<file path="src/hw/shreg_pkg.sv">
// constants shared by the shift register core and its bus wrapper
package shreg_pkg;

  // ----------------------------------------------------------------
  // geometry
  // ----------------------------------------------------------------
  localparam int unsigned STAGES     = 4;
  localparam int unsigned ADDR_W     = 8;
  localparam int unsigned DATA_W     = 32;
  localparam int unsigned STRB_W     = DATA_W / 8;

  // ----------------------------------------------------------------
  // register map (byte addresses)
  // ----------------------------------------------------------------
  localparam logic [ADDR_W-1:0] CTRL_OFS = 8'h00;
  localparam logic [ADDR_W-1:0] STAT_OFS = 8'h04;

  // control register fields
  localparam int unsigned CTRL_SRC_BIT   = 0;
  localparam int unsigned CTRL_CLR_N_BIT = 1;
  localparam int unsigned CTRL_MLO_BIT   = 2;
  localparam int unsigned CTRL_MHI_BIT   = 3;
  localparam int unsigned CTRL_SR_BIT    = 4;
  localparam int unsigned CTRL_SL_BIT    = 5;
  localparam int unsigned CTRL_PAR_LSB   = 8;
  localparam int unsigned CTRL_CLK_BIT   = 16;
  localparam logic [DATA_W-1:0] CTRL_MASK  = 32'h0001_0f3f;
  localparam logic [DATA_W-1:0] CTRL_RESET = 32'h0000_0002;

  // status register fields
  localparam int unsigned STAT_STAGE_LSB = 0;
  localparam int unsigned STAT_CLK_BIT   = 8;

  // ----------------------------------------------------------------
  // bus answers
  // ----------------------------------------------------------------
  localparam logic [1:0] RESP_OKAY   = 2'b00;
  localparam logic [1:0] RESP_SLVERR = 2'b10;

  // ----------------------------------------------------------------
  // operating modes, one-hot
  // ----------------------------------------------------------------
  typedef enum logic [3:0] {
    MODE_HOLD  = 4'b0001,
    MODE_RIGHT = 4'b0010,
    MODE_LEFT  = 4'b0100,
    MODE_LOAD  = 4'b1000
  } mode_type;

  localparam logic [STAGES-1:0] STAGE_RESET = 4'h0;

endpackage

</file>
<file path="src/hw/shreg_top.sv">
// universal shift register with pin or software control over an axi4-lite slave
//
// Overview of operation
// - clear low forces all four stages low, whatever else is applied.
// - clear high with clock low: inputs ignored, stages keep their levels.
// - with clear high, stages change only on a rising clock edge, never high or falling.
// - both mode selects high: rising edge loads parallel inputs into stages.
// - select pattern 01: shift right, serial right input into A, D dropped.
// - select pattern 10: shift left, serial left input into D, A dropped.
// - while shifting, parallel data inputs have no effect.
// - both mode selects low: stages hold regardless of clock and data.
`timescale 1ns/1ps
`default_nettype none

module shreg_top (
  input  wire logic                                ref_clk_in,
  input  wire logic                                srst_in,
  input  wire logic                                clear_n_in,
  input  wire logic                                mode_sel_hi_in,
  input  wire logic                                mode_sel_lo_in,
  input  wire logic                                ser_right_in,
  input  wire logic                                ser_left_in,
  input  wire logic [shreg_pkg::STAGES-1:0]        par_data_in,
  input  wire logic                                shift_clk_in,
  output logic      [shreg_pkg::STAGES-1:0]        stage_out,
  input  wire logic [shreg_pkg::ADDR_W-1:0]        s_axi_awaddr_in,
  input  wire logic                                s_axi_awvalid_in,
  output logic                                     s_axi_awready_out,
  input  wire logic [shreg_pkg::DATA_W-1:0]        s_axi_wdata_in,
  input  wire logic [shreg_pkg::STRB_W-1:0]        s_axi_wstrb_in,
  input  wire logic                                s_axi_wvalid_in,
  output logic                                     s_axi_wready_out,
  output logic      [1:0]                          s_axi_bresp_out,
  output logic                                     s_axi_bvalid_out,
  input  wire logic                                s_axi_bready_in,
  input  wire logic [shreg_pkg::ADDR_W-1:0]        s_axi_araddr_in,
  input  wire logic                                s_axi_arvalid_in,
  output logic                                     s_axi_arready_out,
  output logic      [shreg_pkg::DATA_W-1:0]        s_axi_rdata_out,
  output logic      [1:0]                          s_axi_rresp_out,
  output logic                                     s_axi_rvalid_out,
  input  wire logic                                s_axi_rready_in
);

  // ----------------------------------------------------------------
  // address decode
  // ----------------------------------------------------------------
  typedef enum logic [2:0] {
    SEL_CTRL = 3'b001,
    SEL_STAT = 3'b010,
    SEL_NONE = 3'b100
  } sel_type;

  function automatic sel_type reg_sel(input logic [shreg_pkg::ADDR_W-1:0] a);
    sel_type s;
    if (a == shreg_pkg::CTRL_OFS) begin
      s = SEL_CTRL;
    end else if (a == shreg_pkg::STAT_OFS) begin
      s = SEL_STAT;
    end else begin
      s = SEL_NONE;
    end
    return s;
  endfunction

  // ----------------------------------------------------------------
  // write channel state
  // ----------------------------------------------------------------
  logic                          awready_r,  awready_nxt;
  logic                          wready_r,   wready_nxt;
  logic                          bvalid_r,   bvalid_nxt;
  logic [1:0]                    bresp_r,    bresp_nxt;
  logic [shreg_pkg::ADDR_W-1:0]  waddr_r,    waddr_nxt;
  logic [shreg_pkg::DATA_W-1:0]  wdata_r,    wdata_nxt;
  logic [shreg_pkg::STRB_W-1:0]  wstrb_r,    wstrb_nxt;
  logic [shreg_pkg::DATA_W-1:0]  ctrl_r,     ctrl_nxt;
  logic [shreg_pkg::DATA_W-1:0]  ctrl_wr;
  logic                          have_a,     have_d;

  // address and data are captured independently; the commit waits for both
  always_comb begin
    awready_nxt = awready_r;
    wready_nxt  = wready_r;
    bvalid_nxt  = bvalid_r;
    bresp_nxt   = bresp_r;
    waddr_nxt   = waddr_r;
    wdata_nxt   = wdata_r;
    wstrb_nxt   = wstrb_r;
    ctrl_nxt    = ctrl_r;
    ctrl_wr     = ctrl_r;
    if (s_axi_awvalid_in && awready_r) begin
      awready_nxt = 1'b0;
      waddr_nxt   = s_axi_awaddr_in;
    end
    if (s_axi_wvalid_in && wready_r) begin
      wready_nxt = 1'b0;
      wdata_nxt  = s_axi_wdata_in;
      wstrb_nxt  = s_axi_wstrb_in;
    end
    have_a = ~awready_nxt;
    have_d = ~wready_nxt;
    if (bvalid_r) begin
      if (s_axi_bready_in) begin
        bvalid_nxt  = 1'b0;
        awready_nxt = 1'b1;
        wready_nxt  = 1'b1;
      end
    end else if (have_a && have_d) begin
      for (int b = 0; b < shreg_pkg::STRB_W; b++) begin
        if (wstrb_nxt[b]) begin
          ctrl_wr[b*8 +: 8] = wdata_nxt[b*8 +: 8];
        end
      end
      unique case (reg_sel(waddr_nxt))
        SEL_CTRL: begin
          ctrl_nxt  = ctrl_wr & shreg_pkg::CTRL_MASK;
          bresp_nxt = shreg_pkg::RESP_OKAY;
        end
        // status is read-only; writes there are accepted and dropped
        SEL_STAT: bresp_nxt = shreg_pkg::RESP_OKAY;
        SEL_NONE: bresp_nxt = shreg_pkg::RESP_SLVERR;
      endcase
      bvalid_nxt = 1'b1;
    end
  end

  always_ff @(posedge ref_clk_in) begin
    if (srst_in) begin
      awready_r <= 1'b1;
      wready_r  <= 1'b1;
      bvalid_r  <= 1'b0;
      bresp_r   <= shreg_pkg::RESP_OKAY;
      waddr_r   <= '0;
      wdata_r   <= '0;
      wstrb_r   <= '0;
      ctrl_r    <= shreg_pkg::CTRL_RESET;
    end else begin
      awready_r <= awready_nxt;
      wready_r  <= wready_nxt;
      bvalid_r  <= bvalid_nxt;
      bresp_r   <= bresp_nxt;
      waddr_r   <= waddr_nxt;
      wdata_r   <= wdata_nxt;
      wstrb_r   <= wstrb_nxt;
      ctrl_r    <= ctrl_nxt;
    end
  end

  // ----------------------------------------------------------------
  // input source select: pins or control register
  // ----------------------------------------------------------------
  logic                         sw_src;
  logic                         sel_clear_n;
  logic                         sel_mhi;
  logic                         sel_mlo;
  logic                         sel_sr;
  logic                         sel_sl;
  logic [shreg_pkg::STAGES-1:0] sel_par;
  logic                         sel_clk;
  logic [shreg_pkg::STAGES-1:0] stage;
  logic                         clk_level;

  // switching source while the two clock levels differ yields one edge
  always_comb begin
    sw_src      = ctrl_r[shreg_pkg::CTRL_SRC_BIT];
    sel_clear_n = sw_src ? ctrl_r[shreg_pkg::CTRL_CLR_N_BIT] : clear_n_in;
    sel_mhi     = sw_src ? ctrl_r[shreg_pkg::CTRL_MHI_BIT]   : mode_sel_hi_in;
    sel_mlo     = sw_src ? ctrl_r[shreg_pkg::CTRL_MLO_BIT]   : mode_sel_lo_in;
    sel_sr      = sw_src ? ctrl_r[shreg_pkg::CTRL_SR_BIT]    : ser_right_in;
    sel_sl      = sw_src ? ctrl_r[shreg_pkg::CTRL_SL_BIT]    : ser_left_in;
    sel_par     = sw_src ? ctrl_r[shreg_pkg::CTRL_PAR_LSB +: shreg_pkg::STAGES] : par_data_in;
    sel_clk     = sw_src ? ctrl_r[shreg_pkg::CTRL_CLK_BIT]   : shift_clk_in;
  end

  shreg_core u_core (
    .ref_clk_in     (ref_clk_in),
    .srst_in        (srst_in),
    .clear_n_in     (sel_clear_n),
    .mode_sel_hi_in (sel_mhi),
    .mode_sel_lo_in (sel_mlo),
    .ser_right_in   (sel_sr),
    .ser_left_in    (sel_sl),
    .par_data_in    (sel_par),
    .shift_clk_in   (sel_clk),
    .stage_out      (stage),
    .clk_level_out  (clk_level)
  );

  // ----------------------------------------------------------------
  // read channel
  // ----------------------------------------------------------------
  logic                          arready_r, arready_nxt;
  logic                          rvalid_r,  rvalid_nxt;
  logic [1:0]                    rresp_r,   rresp_nxt;
  logic [shreg_pkg::DATA_W-1:0]  rdata_r,   rdata_nxt;
  logic [shreg_pkg::DATA_W-1:0]  stat_word;

  always_comb begin
    stat_word = '0;
    stat_word[shreg_pkg::STAT_STAGE_LSB +: shreg_pkg::STAGES] = stage;
    stat_word[shreg_pkg::STAT_CLK_BIT] = clk_level;
    arready_nxt = arready_r;
    rvalid_nxt  = rvalid_r;
    rresp_nxt   = rresp_r;
    rdata_nxt   = rdata_r;
    if (rvalid_r) begin
      if (s_axi_rready_in) begin
        rvalid_nxt  = 1'b0;
        arready_nxt = 1'b1;
      end
    end else if (s_axi_arvalid_in && arready_r) begin
      arready_nxt = 1'b0;
      rvalid_nxt  = 1'b1;
      unique case (reg_sel(s_axi_araddr_in))
        SEL_CTRL: begin
          rdata_nxt = ctrl_r;
          rresp_nxt = shreg_pkg::RESP_OKAY;
        end
        SEL_STAT: begin
          rdata_nxt = stat_word;
          rresp_nxt = shreg_pkg::RESP_OKAY;
        end
        SEL_NONE: begin
          rdata_nxt = '0;
          rresp_nxt = shreg_pkg::RESP_SLVERR;
        end
      endcase
    end
  end

  always_ff @(posedge ref_clk_in) begin
    if (srst_in) begin
      arready_r <= 1'b1;
      rvalid_r  <= 1'b0;
      rresp_r   <= shreg_pkg::RESP_OKAY;
      rdata_r   <= '0;
    end else begin
      arready_r <= arready_nxt;
      rvalid_r  <= rvalid_nxt;
      rresp_r   <= rresp_nxt;
      rdata_r   <= rdata_nxt;
    end
  end

  // ----------------------------------------------------------------
  // outputs, all straight from flip-flops
  // ----------------------------------------------------------------
  assign stage_out         = stage;
  assign s_axi_awready_out = awready_r;
  assign s_axi_wready_out  = wready_r;
  assign s_axi_bvalid_out  = bvalid_r;
  assign s_axi_bresp_out   = bresp_r;
  assign s_axi_arready_out = arready_r;
  assign s_axi_rvalid_out  = rvalid_r;
  assign s_axi_rresp_out   = rresp_r;
  assign s_axi_rdata_out   = rdata_r;

endmodule

`default_nettype wire

</file>
<file path="src/hw/shreg_core.sv">
// four-stage universal shift register, stepped on rising edges of a sampled clock level
`timescale 1ns/1ps
`default_nettype none

module shreg_core (
  input  wire logic                          ref_clk_in,
  input  wire logic                          srst_in,
  input  wire logic                          clear_n_in,
  input  wire logic                          mode_sel_hi_in,
  input  wire logic                          mode_sel_lo_in,
  input  wire logic                          ser_right_in,
  input  wire logic                          ser_left_in,
  input  wire logic [shreg_pkg::STAGES-1:0]  par_data_in,
  input  wire logic                          shift_clk_in,
  output logic      [shreg_pkg::STAGES-1:0]  stage_out,
  output logic                               clk_level_out
);

  // ----------------------------------------------------------------
  // mode decode
  // ----------------------------------------------------------------
  function automatic shreg_pkg::mode_type mode_of(input logic hi, input logic lo);
    shreg_pkg::mode_type m;
    unique case ({hi, lo})
      2'b11:   m = shreg_pkg::MODE_LOAD;
      2'b01:   m = shreg_pkg::MODE_RIGHT;
      2'b10:   m = shreg_pkg::MODE_LEFT;
      default: m = shreg_pkg::MODE_HOLD;
    endcase
    return m;
  endfunction

  logic [shreg_pkg::STAGES-1:0] stage_r;
  logic [shreg_pkg::STAGES-1:0] stage_nxt;
  logic                         clk_prev_r;
  logic                         clk_prev_nxt;
  logic                         rise;
  shreg_pkg::mode_type          mode;

  // ----------------------------------------------------------------
  // next state
  // ----------------------------------------------------------------
  always_comb begin
    clk_prev_nxt = shift_clk_in;
    // only a low-to-high step moves data; high level and falling edge do nothing
    rise         = shift_clk_in & ~clk_prev_r;
    mode         = mode_of(mode_sel_hi_in, mode_sel_lo_in);
    stage_nxt    = stage_r;
    if (!clear_n_in) begin
      stage_nxt = shreg_pkg::STAGE_RESET;
    end else if (rise) begin
      unique case (mode)
        shreg_pkg::MODE_LOAD:  stage_nxt = par_data_in;
        // stage 0 is A; parallel data not consulted while shifting
        shreg_pkg::MODE_RIGHT: stage_nxt = {stage_r[shreg_pkg::STAGES-2:0], ser_right_in};
        shreg_pkg::MODE_LEFT:  stage_nxt = {ser_left_in, stage_r[shreg_pkg::STAGES-1:1]};
        shreg_pkg::MODE_HOLD:  stage_nxt = stage_r;
      endcase
    end
  end

  // ----------------------------------------------------------------
  // registers
  // ----------------------------------------------------------------
  always_ff @(posedge ref_clk_in) begin
    if (srst_in) begin
      stage_r    <= shreg_pkg::STAGE_RESET;
      clk_prev_r <= 1'b0;
    end else begin
      stage_r    <= stage_nxt;
      clk_prev_r <= clk_prev_nxt;
    end
  end

  assign stage_out     = stage_r;
  assign clk_level_out = clk_prev_r;

endmodule

`default_nettype wire

</file>
<file path="config.mk">
export PLATFORM = sky130hd
export DESIGN_NAME = shreg_top
export DESIGN_NICKNAME = d
export VERILOG_FILES = /design/src/hw/shreg_pkg.sv /design/src/hw/shreg_top.sv /design/src/hw/shreg_core.sv
export SDC_FILE = /design/constraint.sdc
export NUM_CORES = 1
export LEC_CHECK = 0
export ABC_AREA = 1
export BUFFER_PORTS_ARGS = -buffer_cell sky130_fd_sc_hd__buf_2
export CAP_MARGIN = 25
export CORE_ASPECT_RATIO = 1.2
export CORE_MARGIN = 10
export CORE_UTILIZATION = 52
export CTS_CLUSTER_DIAMETER = 200
export DETAILED_ROUTE_END_ITERATION = 8
export MAX_ROUTING_LAYER = met4
export PLACE_DENSITY = 0.85
export SETUP_SLACK_MARGIN = 0.02
export SLEW_MARGIN = 20
export SYNTH_ARGS = -nofsm -noshare
export SYNTH_HDL_FRONTEND = slang
export SYNTH_SLANG_ARGS = --single-unit
</file>
<file path="constraint.sdc">
create_clock -name ref_clk_in -period 5.48 [get_ports ref_clk_in]
set_input_delay 0.274 -clock ref_clk_in [delete_from_list [all_inputs] [get_ports ref_clk_in]]
set_output_delay 0.274 -clock ref_clk_in [all_outputs]
set_load 0.02 [all_outputs]
</file>
* After elaboration in Yosys (flattened, before gate mapping) *
Cells that the tools add are included.

cells by class
  bitwise logic cells = 8
  mux-type cells = 38
  reductions and logical operators = 17
  eq/ne operators = 16

operator list
  operator                                                          number
  32-bit one-hot mux with 3 select lines                            1
  3-bit two-way mux                                                 9
  4-bit one-hot mux with 3 select lines                             2
  1-bit two-way mux                                                 21
  17-bit two-way mux                                                1
  8-bit by 3-bit == test with 1-bit output (second input constant)  2
  8-bit logical NOT                                                 2
  4-bit AND reduction                                               3
  8-bit two-way mux                                                 1
  2-bit one-hot mux with 2 select lines                             2
  2-bit AND reduction                                               4
  1-bit NOT                                                         7
  3-bit by 1-bit == test with 1-bit output (second input constant)  2
  3-bit by 2-bit == test with 1-bit output (second input constant)  2
  3-bit == test (second input constant)                             2
  2-bit OR reduction                                                3
  2-bit == test (second input constant)                             2
  4-bit by 1-bit == test with 1-bit output (second input constant)  1
  4-bit by 2-bit == test with 1-bit output (second input constant)  1
  4-bit by 3-bit == test with 1-bit output (second input constant)  1
  4-bit == test (second input constant)                             1
  1-bit logical AND                                                 4
  4-bit two-way mux                                                 1
  2-bit by 1-bit == test with 1-bit output (second input constant)  1
  3 further kinds                                                   3

word-level totals
  input bits = 69
  register bits after elaboration = 85
  output and inout bits = 45
  word-level logic and storage cells = 96

* Depth between registers and ports, before layout *
  depth in word-level cells = 10
  gate-level depth with buffers = 11
  gate-level depth less buffers = 9

* Modules after synthesis *
Synthesis repeated with hierarchy kept, for this count alone.

unflattened totals
  cells, all modules = 394
  area, all modules = 2904.0 um^2

modules (own cells, without submodules)
  module      area an instance (um^2)  times used  sequential area each (um^2)  cells an instance
  shreg_top   2577.5                   1           1021.0                       341
  shreg_core  326.6                    1           100.1                        53

* Worst setup path after synthesis *
No wires, ideal clock.

  kind = reg2reg
  from = reg ctrl_r[0] in the netlist's numbering
  to = reg u_core.stage_r (netlist bit u_core.stage_out[2])
  setup time = 70 ps
  path slack = 3686 ps
  stages on the path, launching flop included = 9
  required time = 5410 ps
  clock period less this slack = 1794 ps
  arrival time = 1724 ps
  path buffers = 0
  path through = dfxtp_1 clkinv_1 or2_2 o21ai_0 ha_1 inv_1 a21oi_1 a32o_1 a21oi_1

on the way
  word-level cells in the longest chain between the ends = 6
  elaborated cells between the ends (all ways) = 19
  those cells by class = 7 x eq/ne; 7 x mux; 3 x bitwise; 2 x reduce/logical

RTL lines
  item                                                                                           line              source
  start, declared                                                                                shreg_top.sv:76   logic [shreg_pkg::DATA_W-1:0] ctrl_r, ctrl_nxt;
  start signal, assigned                                                                         shreg_top.sv:136  ctrl_r <= shreg_pkg::CTRL_RESET;
  start signal, assigned                                                                         shreg_top.sv:145  ctrl_r <= ctrl_nxt;
  parallel branches: the longest is 6 deep, another holds 4-bit one-hot mux with 3 select lines  --
  end signal, assigned                                                                           shreg_core.sv:67  stage_r <= shreg_pkg::STAGE_RESET;
  end signal, assigned                                                                           shreg_core.sv:70  stage_r <= stage_nxt;
  end, declared                                                                                  shreg_core.sv:33  logic [shreg_pkg::STAGES-1:0] stage_r;

Several ways; the timed one is not identified.
A chain may end at the register's enable or synchronous reset.

* Final worst setup path *
  from = reg ctrl_r[0] in the netlist's numbering
  to = reg u_core.stage_r (netlist bit u_core.stage_out[1])

Same word-level chain as after synthesis.

==> out/summary.md <==
## Route
- drt initial violations: 124
- total iterations of the first detailed-routing run: 4
- ANT nets after route: 0
- WL per Instance: 12.77 um
- final routed wirelength across all metal layers: 6500 um
- DRC Markers: 0
- vias after detailed routing: 2554
- mean number of vias per cell: 5.018

## Placed design
- HPWL Detailed: 5095 um
- Setup WS pre-CTS: 3.145 ns
- Placer Congestion: 0.8348
- port bufs: 68

## Clock tree
- clock slew at the register clock pins of the worst setup and hold paths: 0.09 ns
- Skew-Pair Late Insertion Delay: 0.30 ns
- H-tree Lvls: 2
- buffer type at the clock tree root: clkbuf_8
- buffers inserted during post-CTS setup optimization: 0
- hold-fix buffers at CTS: 0
- Resized Gates After CTS: 0
- clock buffers created by TritonCTS: 5
- CTS sink count: 56
- CTS tree: done
- maximum clock insertion buffer count: 2

## Layout
- layout cells sized above 1: 22.37%
- layout overhead on the synthesized area: 11.61%
- fill cell total of the finished layout: 498
- Antenna Diode Count: 0
- net count reported at finish: 519

## Job
- maxcap violations: 0

## Yosys
- summed instance area of the synthesized netlist: 2814 um2
- FF+latch count, synth: 56
- syn_area_per_cell: 7.271 um2
- portion of the post-synthesis area used by sequential elements: 39.84%
- count of distinct cell types in the synthesized netlist: 33
- synth warn: 0
- Synth Instances: 387

## Global route
- aggregate global-route resource usage: 14.68%
- first-pass GRT wire length: 10470 um
- number of global-route vias before repair: 2380
- initial antenna violation count: 0
- GRT overflow: 0
- largest net degree at the start of global routing: 32

## Critical path
- kind of launch point of the worst setup path: register
- worst endpoint data arrival time: 2.63 ns
- crit path buf inv count: 2
- Setup crit start: ctrl_r[0]
- top fanout value on the critical path: 13
- critical path class: reg -> reg
- Crit path largest cell delay: 0.56 ns
- cell occurring most often along the worst timing path: a21oi_1
- kind of end point of the critical path: register
- Critical-path top delay cell: dfxtp_1
- critical-path cell list: clkinv_1 -> or2_2 -> o21ai_0 -> ha_1 -> inv_1 -> a21oi_1 -> a32o_1 -> a21oi_1
- Reg-to-Reg Start: ctrl_r[0]
- required time reported for the critical path endpoint: 5.71 ns
- kind of cell adding the most delay to the critical path: compound AO/OA/AOI/OAI gates

## STA
- setup_tns: 0 ns
- Final Setup Violations: 0
- achievable clock frequency: 416.6 MHz
- RSZ-0062 raised after global routing: false
- post-route clock period utilization: 43.81%
- worst path setup slack after routing: 3.079 ns
- final hold slack: 0.2096 ns
- max-slew violation count: 0
- final critical path time including I/O delays and setup: 2.401 ns
- number of failing hold endpoints at the final stage: 0
- clock skew: 0.007158 ns
- relative slew slack: 59.14%
- Least-Margin Pin Slew: 0.6106 ns

## Power and ir drop
- fraction of power spent switching nets: 31.33%
- internal power summed over all cells: 582.8 uW
- Power Density: 270.2 nW/um2
- combinational cell fraction of total power: 21.9%
- proportion of power drawn by flip-flops and latches: 53.0%
- total power: 848.6 uW
- net switching component of the power: 265.9 uW
- clock group share of total power: 25.1%
- Lkg Pwr: 0.001594 uW
- Worst VDD drop: 0.1311 mV

## Worst hold path
- startpoint of the most critical hold path: s_axi_rready_in
- class of the tightest hold or removal check: in -> reg

## Floorplan
- number of placement rows: 29
- effective utilization at floorplan: 53.48%
- Die ar.: 8766 um2
- number of top-level pins: 114
- Chip Width: 87.16 um
- height of the chip: 100.6 um
- floorplan core area: 5261 um2

## Run status
- status: finished, final reports clean

[tightest hold or removal path, cell delays in order]
cell	delay, ns
buf_2	0.08
a21oi_1	0.07
nand2_1	0.06
[path summary, 6_finish.rpt]
check	end	slack, ns	depth (start not counted)
worst max-delay path	u_core.stage_out[1]	3.08	8
worst min-delay path	s_axi_arready_out	0.21	3
worst max register to register	u_core.stage_out[1]	3.08	8
worst min register to register	waddr_r[2]	0.47	2
[flip-flops by register name (all words and copies together), names as in the netlist]
name                  count
s_axi_wready_out          1
s_axi_bvalid_out          1
s_axi_rvalid_out          1
wstrb_r                   3
wdata_r                  11
u_core.clk_level_out      1
s_axi_rresp_out           1
s_axi_rdata_out          11
s_axi_arready_out         1
s_axi_bresp_out           1
u_core.stage_out          4
ctrl_r                   11
waddr_r                   8
s_axi_awready_out         1
[layout by cell type, fill, tap and decap left out, types with 2 or more instances in the layout]
cell / n
nand2_1: 76
buf_2: 68
nor2_1: 66
dfxtp_1: 56
inv_1: 33
o21ai_0: 23
conb_1: 23
a21oi_1: 19
nand3_1: 18
nand4_1: 11
mux2i_1: 10
nand2_2: 7
nor2_4: 5
clkbuf_8: 5
nand3_2: 3
ha_1: 3
or2_2: 2
a32o_1: 2
nor2_2: 2
inv_2: 2
[cell usage after synthesis]
cell / number / share of area [%]
nand3_2: 3 / 1.1
o21ai_1: 1 / 0.18
o21ai_0: 23 / 4.1
nand2_1: 76 / 10
nand3_1: 18 / 3.2
inv_1: 33 / 4.4
o21a_1: 1 / 0.27
nand2_2: 7 / 1.6
nor3_1: 1 / 0.18
clkbuf_1: 5 / 0.67
buf_2: 3 / 0.53
o211ai_2: 1 / 0.44
ha_1: 3 / 1.3
nor2_1: 66 / 8.8
nor2_2: 2 / 0.44
inv_2: 2 / 0.27
buf_4: 26 / 6.9
dfxtp_1: 56 / 40
clkinv_1: 1 / 0.13
o21ai_2: 1 / 0.31
a21oi_1: 19 / 3.4
nor2_4: 5 / 2.0
a21boi_0: 1 / 0.27
mux2i_1: 10 / 3.6
or2_2: 2 / 0.44
nor3_2: 1 / 0.36
buf_1: 2 / 0.27
nand4_1: 11 / 2.4
buf_6: 2 / 0.80
or2_1: 1 / 0.22
a32o_1: 2 / 0.71
nand3_4: 1 / 0.62
conb_1: 1 / 0.13
[per-stage QoR]
stage / area [um2] / util [%] / instances
6_report: 3141 / 59.69 / 509
5_1_grt: 3141 / 59.69 / 509
4_1_cts: 3141 / 59.69 / 509
3_5_place_dp: 3063 / 58.22 / 502
3_3_place_gp: 3063 / 58.22 / 502
2_1_floorplan: 2897 / - / 409
[metal layers]
metal | share of wire [%] | routed length, um | track usage, %
met1 | 40 | 2587 | 15.69
met2 | 48 | 3146 | 24.39
met3 | 9.8 | 638 | 5.097
met4 | 2.0 | 128 | 5.528
met5 | 0 | 0 | -
[power by group through the flow]
| stage | logic (uW) | registers (uW) | clock network (uW) |
|---|---|---|---|
| floorplan | 135 | 472 | 0 |
| CTS | 186 | 449 | 217 |
| global route | 208 | 453 | 232 |
| finish | 186 | 450 | 213 |
| global placement | 180 | 458 | 0 |
| detailed placement | 185 | 459 | 0 |
[layout make-up]
class | instances | area [um2] | area share, %
Clock buffer | 6 | 72.57 | 2.311
Clock inverter | 1 | 5.005 | 0.1594
Inverter | 36 | 135.1 | 4.303
Multi-Input combinational cell | 279 | 1381 | 43.98
Sequential cell | 56 | 1121 | 35.70
Tap cell | 62 | 77.57 | 2.470
Timing Repair Buffer | 69 | 347.8 | 11.08
[logic make-up (layout without fill, tap and decap cells)]
group | count (synthesis) | count (layout) | synth area share (%)
compound gates | 49 | 49 | 9.649
fa+ha+maj | 3 | 3 | 1.334
buf+inv | 74 | 112 | 14.01
flops | 56 | 56 | 39.84
mux | 10 | 10 | 3.557
other cells | 1 | 23 | 0.1333
simple gates | 194 | 194 | 31.48
(Power assumes the default switching activity.)
